--- src/verilog/psf_pkg.sv ---
// Package for the program status flags block
package psf_pkg;
  localparam logic [7:0] PSF_SFR_ADDR   = 8'hd0;
  localparam logic [7:0] PSF_RESET_VAL  = 8'h00;
  localparam int         PSF_BIT_CARRY  = 7;
  localparam int         PSF_BIT_HALF   = 6;
  localparam int         PSF_BIT_USER0  = 5;
  localparam int         PSF_BIT_BANK_H = 4;
  localparam int         PSF_BIT_BANK_L = 3;
  localparam int         PSF_BIT_WRAP   = 2;
  localparam int         PSF_BIT_USER1  = 1;
  localparam int         PSF_BIT_PARITY = 0;
  localparam logic [7:0] PSF_BYTE_MAX   = 8'hff;
  localparam logic [4:0] PSF_BANK_BASE_STEP = 5'h08;

  typedef enum logic [2:0] {
    PSF_OP_NONE  = 3'h0,
    PSF_OP_ADD   = 3'h1,
    PSF_OP_ADD_CARRY  = 3'h3,
    PSF_OP_SUB_BORROW = 3'h2,
    PSF_OP_MULTIPLY   = 3'h6,
    PSF_OP_DIV   = 3'h7,
    PSF_OP_OTHER = 3'h5
  } psf_op_e;

  typedef struct packed {
    psf_op_e    op;
    logic [7:0] a;
    logic [7:0] b;
  } psf_alu_s;

  typedef struct packed {
    logic       wr_en;
    logic       bit_en;
    logic [7:0] addr;
    logic [2:0] bit_sel;
    logic [7:0] wdata;
  } psf_sfr_s;
endpackage : psf_pkg

--- src/verilog/psf_status.sv ---
// Program status word: arithmetic flags, user flags, bank select, parity
//
// Contract
// RULE1 - Carry is set on carry out of an add or borrow of a subtract, and cleared by other arithmetic.
// RULE2 - Half-byte carry is set on carry into or borrow from the upper nibble, and cleared by other arithmetic.
// RULE3 - Bits 5 and 1 are software flags, written by byte or bit access and never changed by hardware.
// RULE4 - Bank select in bits 4:3 picks the register bank base 0x00, 0x08, 0x10 or 0x18.
// RULE5 - Signed wrap flag is set when add, add with carry or subtract with borrow overflows two's complement.
// RULE6 - Signed wrap flag is set when a multiply product exceeds 255.
// RULE7 - Signed wrap flag is set when a divide has a zero divisor.
// RULE8 - Add, add with carry, subtract with borrow, multiply and divide clear the wrap flag otherwise.
// RULE9 - Bit 0 is read-only odd parity of the accumulator, tracked continuously.
// RULE10 - The status word sits at SFR address 0xd0, byte and bit addressable, zero after reset.
// RULE11 - A byte write updates every writable bit and the parity position ignores the written value.
`timescale 1ns/10ps
module psf_status
  import psf_pkg::*;
(
  input  wire logic     clk,
  input  wire logic     rst_n,
  input  wire psf_alu_s alu_in,
  input  wire logic [7:0] acc_value,
  input  wire psf_sfr_s sfr_in,
  output logic [7:0]    sfr_rdata,
  output logic          carry_flag,
  output logic          half_byte_carry_flag,
  output logic          signed_wrap_flag,
  output logic [1:0]    bank_select,
  output logic [4:0]    bank_base
);

  // Reset synchroniser
  logic        rst_sync1_reg;
  logic        rst_sync1_next;
  logic        rst_sync2_reg;
  logic        rst_sync2_next;
  logic        rst_int_n;

  // Stored status word
  logic [7:0]  status_reg;
  logic [7:0]  status_next;

  // Registered views of the word
  logic [7:0]  rdata_reg;
  logic [7:0]  rdata_next;
  logic [4:0]  base_reg;
  logic [4:0]  base_next;
  logic        parity_reg;
  logic        parity_next;

  // Arithmetic terms
  logic        carry_in;
  logic [8:0]  add_full;
  logic [4:0]  add_low;
  logic [8:0]  sub_full;
  logic [4:0]  sub_low;
  logic [15:0] product;
  logic        add_wrap;
  logic        sub_wrap;
  logic        mul_wrap;
  logic        div_wrap;

  // Decoded operation
  logic        op_add;
  logic        op_add_carry;
  logic        op_sub_borrow;
  logic        op_multiply;
  logic        op_divide;
  logic        op_other;
  logic        op_any;
  logic        op_sets_wrap;

  // Software access
  logic        sel_hit;
  logic        byte_write;
  logic        bit_write;
  logic [7:0]  bit_mask;
  logic [7:0]  write_word;

  // Flag results of this cycle's arithmetic
  logic        carry_calc;
  logic        half_calc;
  logic        wrap_calc;

  // Reset release
  always_comb begin
    rst_sync1_next = 1'b1;
    rst_sync2_next = rst_sync1_reg;
  end

  // Two flops so every state flop leaves reset on the same edge
  always_ff @(posedge clk or negedge rst_n) begin
    if (!rst_n) begin
      rst_sync1_reg <= 1'b0;
      rst_sync2_reg <= 1'b0;
    end else begin
      rst_sync1_reg <= rst_sync1_next;
      rst_sync2_reg <= rst_sync2_next;
    end
  end

  assign rst_int_n = rst_sync2_reg;

  // Operation decode
  always_comb begin
    op_add        = 1'b0;
    op_add_carry  = 1'b0;
    op_sub_borrow = 1'b0;
    op_multiply   = 1'b0;
    op_divide     = 1'b0;
    op_other      = 1'b0;
    case (alu_in.op)
      PSF_OP_ADD: begin
        op_add = 1'b1;
      end
      PSF_OP_ADD_CARRY: begin
        op_add_carry = 1'b1;
      end
      PSF_OP_SUB_BORROW: begin
        op_sub_borrow = 1'b1;
      end
      PSF_OP_MULTIPLY: begin
        op_multiply = 1'b1;
      end
      PSF_OP_DIV: begin
        op_divide = 1'b1;
      end
      PSF_OP_OTHER: begin
        op_other = 1'b1;
      end
      default: begin
        op_add = 1'b0;
      end
    endcase
    op_any       = op_add | op_add_carry | op_sub_borrow | op_multiply | op_divide | op_other;
    // Other arithmetic leaves the wrap flag alone
    op_sets_wrap = op_any & ~op_other; // RULE8
  end

  // Adders, subtractors and the product
  always_comb begin
    // Only the chained forms take the stored carry as carry or borrow in
    carry_in = (op_add_carry | op_sub_borrow) & status_reg[PSF_BIT_CARRY];
    add_full = {1'b0, alu_in.a} + {1'b0, alu_in.b} + {8'h00, carry_in};
    add_low  = {1'b0, alu_in.a[3:0]} + {1'b0, alu_in.b[3:0]} + {4'h0, carry_in};
    sub_full = {1'b0, alu_in.a} - {1'b0, alu_in.b} - {8'h00, carry_in};
    sub_low  = {1'b0, alu_in.a[3:0]} - {1'b0, alu_in.b[3:0]} - {4'h0, carry_in};
    product  = {8'h00, alu_in.a} * {8'h00, alu_in.b};
    add_wrap = (alu_in.a[7] == alu_in.b[7]) && (add_full[7] != alu_in.a[7]); // RULE5
    sub_wrap = (alu_in.a[7] != alu_in.b[7]) && (sub_full[7] != alu_in.a[7]); // RULE5
    mul_wrap = (product[15:8] != 8'h00); // RULE6
    div_wrap = (alu_in.b == 8'h00); // RULE7
  end

  // Flag values this operation leaves behind
  always_comb begin
    // Multiply, divide and other arithmetic leave both carries clear
    carry_calc = 1'b0;
    half_calc  = 1'b0;
    wrap_calc  = 1'b0;
    if (op_add || op_add_carry) begin
      carry_calc = add_full[8]; // RULE1
      half_calc  = add_low[4]; // RULE2
      wrap_calc  = add_wrap; // RULE5
    end else if (op_sub_borrow) begin
      carry_calc = sub_full[8]; // RULE1
      half_calc  = sub_low[4]; // RULE2
      wrap_calc  = sub_wrap; // RULE5
    end else if (op_multiply) begin
      wrap_calc = mul_wrap; // RULE6
    end else if (op_divide) begin
      wrap_calc = div_wrap; // RULE7
    end
  end

  // Software access decode
  always_comb begin
    sel_hit    = sfr_in.wr_en && (sfr_in.addr == PSF_SFR_ADDR); // RULE10
    byte_write = sel_hit && !sfr_in.bit_en; // RULE11
    bit_write  = sel_hit && sfr_in.bit_en; // RULE3
    bit_mask   = 8'h01 << sfr_in.bit_sel;
    write_word = {8{sfr_in.wdata[0]}};
  end

  // Next status word
  always_comb begin
    status_next = status_reg;
    // Software first; arithmetic in the same cycle then owns its flags
    if (byte_write) begin
      status_next = sfr_in.wdata; // RULE11
    end else if (bit_write) begin
      status_next = (status_reg & ~bit_mask) | (write_word & bit_mask); // RULE3
    end
    if (op_any) begin
      status_next[PSF_BIT_CARRY] = carry_calc; // RULE1
      status_next[PSF_BIT_HALF]  = half_calc; // RULE2
    end
    if (op_sets_wrap) begin
      status_next[PSF_BIT_WRAP] = wrap_calc; // RULE8
    end
    // Stored parity slot stays clear; the live bit joins on read
    status_next[PSF_BIT_PARITY] = 1'b0; // RULE11
  end

  // Status word register
  always_ff @(posedge clk or negedge rst_int_n) begin
    if (!rst_int_n) begin
      status_reg <= PSF_RESET_VAL; // RULE10
    end else begin
      status_reg <= status_next;
    end
  end

  // Parity of the accumulator
  always_comb begin
    // Follows the accumulator every cycle, not only on writes
    parity_next = ^acc_value; // RULE9
  end

  always_ff @(posedge clk or negedge rst_int_n) begin
    if (!rst_int_n) begin
      parity_reg <= 1'b0;
    end else begin
      parity_reg <= parity_next;
    end
  end

  // Bank base address
  always_comb begin
    // Eight registers per bank, so the base is the select shifted by three
    base_next = {status_next[PSF_BIT_BANK_H:PSF_BIT_BANK_L], 3'h0}; // RULE4
  end

  always_ff @(posedge clk or negedge rst_int_n) begin
    if (!rst_int_n) begin
      base_reg <= 5'h00;
    end else begin
      base_reg <= base_next;
    end
  end

  // Read view of the word
  always_comb begin
    rdata_next = {status_next[7:1], parity_next}; // RULE9
  end

  // Registered from the next word, so reads change on the same edge as the stored word
  always_ff @(posedge clk or negedge rst_int_n) begin
    if (!rst_int_n) begin
      rdata_reg <= PSF_RESET_VAL; // RULE10
    end else begin
      rdata_reg <= rdata_next;
    end
  end

  // Every output straight from a flop
  assign sfr_rdata            = rdata_reg;
  assign carry_flag           = status_reg[PSF_BIT_CARRY];
  assign half_byte_carry_flag = status_reg[PSF_BIT_HALF];
  assign signed_wrap_flag     = status_reg[PSF_BIT_WRAP];
  assign bank_select          = status_reg[PSF_BIT_BANK_H:PSF_BIT_BANK_L]; // RULE4
  assign bank_base            = base_reg;

endmodule : psf_status

--- config.mk ---
export PLATFORM = sky130hd
export DESIGN_NAME = psf_status
export DESIGN_NICKNAME = d
export VERILOG_FILES = /design/src/verilog/psf_pkg.sv /design/src/verilog/psf_status.sv
export SDC_FILE = /design/constraint.sdc
export NUM_CORES = 1
export LEC_CHECK = 0
export BUFFER_PORTS_ARGS = -buffer_cell sky130_fd_sc_hd__buf_2
export CELL_PAD_IN_SITES_DETAIL_PLACEMENT = 1
export CELL_PAD_IN_SITES_GLOBAL_PLACEMENT = 2
export CORE_MARGIN = 4
export CORE_UTILIZATION = 34
export DETAILED_ROUTE_END_ITERATION = 10
export PLACE_DENSITY_LB_ADDON = 0.15
export SYNTH_ARGS = -nofsm -noshare
export SYNTH_HDL_FRONTEND = slang
export SYNTH_SLANG_ARGS = --single-unit
--- constraint.sdc ---
create_clock -name clk -period 0.8 [get_ports clk]
set_input_delay 0.08 -clock clk [delete_from_list [all_inputs] [get_ports clk]]
set_output_delay 0.08 -clock clk [all_outputs]
set_load 0.02 [all_outputs]
==> impl_metrics.env <==
export IMPL_drive_gt1_frac=0.447
export IMPL_dpl_instance_area_sq_mm=0.00453
export IMPL_post_route_min_period_ns=3.74
export IMPL_dieArea_sq_mm=0.0113
export IMPL_finalSetupViolations=22
export IMPL_ir_drop_uv=1100
export IMPL_p_leak_nw=2.47
export IMPL_pin_count=68
export IMPL_failed_checks="setup timing"
export IMPL_crit_family="adder cells"
export IMPL_cts_sinks=10
export IMPL_num_antenna_cells=0
export IMPL_cp_slowest_stage_delay_ns=0.55
export IMPL_critPathRequiredTime_ns=0.93
export IMPL_synth_edf_count=0
export IMPL_cp_cell_sequence="buf_8 > ha_1 > inv_1 > fa_1 > fa_2 > fa_1 > fa_1 > inv_1 > ha_4 > a41oi_2 > o221ai_2 > a21oi_2 > or3b_4 > a311oi_2 > a21oi_1"
export IMPL_worst_slack_ns=-2.94
export IMPL_hp_class="reg2async"
export IMPL_clock_latency_ns=0.25
export IMPL_initial_core_util=0.353
export IMPL_cp_num_buf_inv=3
export IMPL_ff2ff_setup_slack_ns=-1.85
export IMPL_vias=3319
export IMPL_synth_flop_cell="dfrtp_1"
export IMPL_fin_crit_sh=4.68
export IMPL_cp_depth=15
export IMPL_finClkSkew_ns=0.00892
export IMPL_dp_cells=659
export IMPL_yosys_warnings=0
export IMPL_ys_seq_elements=10
export IMPL_grt_ovfl_total=0
export IMPL_max_clock_freq_mhz=267
export IMPL_grt_max_degree=14
export IMPL_start_kind="primary input"
export IMPL_dp_hpwl_um=8970
export IMPL_critical_path_slowest_cell="fa_2"
export IMPL_wl_per_cell_um=15.7
export IMPL_drtIter0Drc=88
export IMPL_track_usage=0.199
export IMPL_cts_root_buffer="clkbuf_8"
export IMPL_largest_reg_flops=7
export IMPL_crit_type="in2reg"
export IMPL_maxCapViolCount=0
export IMPL_synth_seq_area_share=0.0760
export IMPL_async_flop_share=1.00
export IMPL_end_kind="flip-flop"
export IMPL_crit_fanout=8
export IMPL_cts_buffers=3
export IMPL_drv_slew=0
export IMPL_grt_first_pass_wirelength_um=18200
export IMPL_p_total_w=0.00869
export IMPL_synth_cell_type_count=63
export IMPL_arrival_ns=3.87
export IMPL_viasPerCell=4.93
export IMPL_status="finished with violations"
export IMPL_syn_inst=387
export IMPL_design_core_area_sq_mm=0.00933
export IMPL_path_clk_slew_ns=0.07
export IMPL_fp_dieW_um=106
export IMPL_hold_violations=0
export IMPL_drtPass1Iterations=4
export IMPL_stdcell_count=673
export IMPL_post_route_drc_count=0
export IMPL_die_h_um=106
export IMPL_nets=684
export IMPL_avgSynthCellArea_sq_um=8.51
export IMPL_finalWirelength_um=10600
export IMPL_num_rows=35
export IMPL_reg2reg_depth=11
export IMPL_final_area_sq_mm=0.00501
export IMPL_synth_area_sq_mm=0.00329
export IMPL_antenna_left=0
export IMPL_rsz0062_at_grt="true"
export IMPL_clk_path_buf_depth=2
export IMPL_place_gp_congestion=0.812
export IMPL_htree_levels=1
export IMPL_cts_tree="built"
export IMPL_grt_pass1_vias=3684
export IMPL_grt_antenna_before_repair=0
export IMPL_area_growth_pct=52.1
export IMPL_powerDensity_mw_per_mm2=1740
export IMPL_path_common_cell="fa_1"
export IMPL_portBuffers=64
export IMPL_whs_ns=0.0245
==> synthesized netlist by cell type (all sizes together), types with 4 or more instances <==
cell	count	area, sq um
and2	24	155
inv	67	251
ha	52	651
xnor2	12	105
nor3	6	35.0
nand3	9	45.0
dfrtp	10	250
nand2	32	123
a21o	4	31.3
buf	10	75.1
o21ai	12	63.8
a21oi	23	123
fa	37	741
nor2	21	78.8
o22ai	5	31.3
==> through the flow <==
step / TNS, ns / util / setup WS, ns
3_3_place_gp: -8.06 / 0.485 / -3.36
6_report: -8.08 / 0.537 / -2.94
5_1_grt: -9.22 / 0.537 / -3.15
3_5_place_dp: -8.34 / 0.485 / -3.44
2_1_floorplan: -6.32 / - / -2.98
4_1_cts: -8.29 / 0.525 / -2.97
==> power breakdown <==
| group | switching, W | leakage [nW] | total, W | internal (W) |
|---|---|---|---|---|
| Combinational | 0.00356 | 2.32 | 0.00736 | 0.00379 |
| Sequential | 0.0000559 | 0.124 | 0.000623 | 0.000567 |
| Clock | 0.000276 | 0.0288 | 0.000712 | 0.000436 |
==> repair_timing <==
action | CTS | global route
resized for setup | 70 | 30
pin swaps | 30 | 23
setup buffers | 6 | 4
hold buffers | 1 | 0
cloned | 1 | 0
endpoints found under the setup margin | 22 | 22
hold endpoints to repair | 2 | 0
==> worst register-to-register path, delay by kind of cell, from the launching register on <==
family                   cells  cell delay, ns
AO/OA/AOI/OAI                5            1.00
adder cells (fa/ha/maj)      2            0.68
AND/OR/NAND/NOR              3            0.45
flip-flops                   1            0.37
buffers and inverters        1            0.03
==> metal layers <==
metal | part of all wire | routed length (um) | track usage | up-vias
met3 | 0.026 | 273 | 0.0121 | 6
met4 | 0.011 | 116 | 0.0305 | 0
met2 | 0.52 | 5440 | 0.358 | 48
li1 | - | - | - | 1610
met5 | 0 | 0 | 0 | -
met1 | 0.45 | 4720 | 0.266 | 1655
==> layout make-up <==
| cell class | count | area [sq um] |
|---|---|---|
| tap | 129 | 161 |
| clock buffer | 4 | 55.1 |
| multi-input combinational | 300 | 3010 |
| sequential | 10 | 254 |
| fill | 1131 | 4320 |
| timing repair buffer | 163 | 1280 |
| inverter | 67 | 251 |
==> worst paths after layout <==
kind | startpoint | to
worst max-delay path | alu_in[4] | sfr_rdata[2]$_DFFE_PN0P_
worst min-delay path | rst_int_n$_DFF_PN0_ | sfr_rdata[0]$_DFF_PN0_
worst max register to register | status_reg[7]$_DFFE_PN0P_ | sfr_rdata[2]$_DFFE_PN0P_
worst min register to register | rst_int_n$_DFF_PN0_ | sfr_rdata[0]$_DFF_PN0_
max in group asynchronous | rst_int_n$_DFF_PN0_ | status_reg[7]$_DFFE_PN0P_
min in group clk | alu_in[18] | sfr_rdata[6]$_DFFE_PN0P_
==> cell families (layout without fill, tap and decap cells) <==
group | count (synthesis) | after routing | share of synthesized area
other cells | 2 | 4 | 0.00228
buf+inv | 79 | 234 | 0.101
fa+ha+maj | 89 | 89 | 0.423
simple gates | 118 | 118 | 0.195
compound gates | 73 | 73 | 0.159
mux | 2 | 2 | 0.00608
xor+xnor | 14 | 14 | 0.0372
flops | 10 | 10 | 0.0760
==> layout by cell type (no fill, tap or decap), types with 9 or more instances in the layout <==
cell     netlist  layout
buf_6          0      27
xnor2_1       12      11
buf_2          0      36
ha_4           0       9
and2_1        19      15
buf_4         10      95
nand2_1       31      28
nor2_1        21      20
a21oi_2        2       9
ha_1          52      41
a21oi_1       21      13
inv_1         67      60
fa_1          37      30
(Power assumes the default switching activity.)
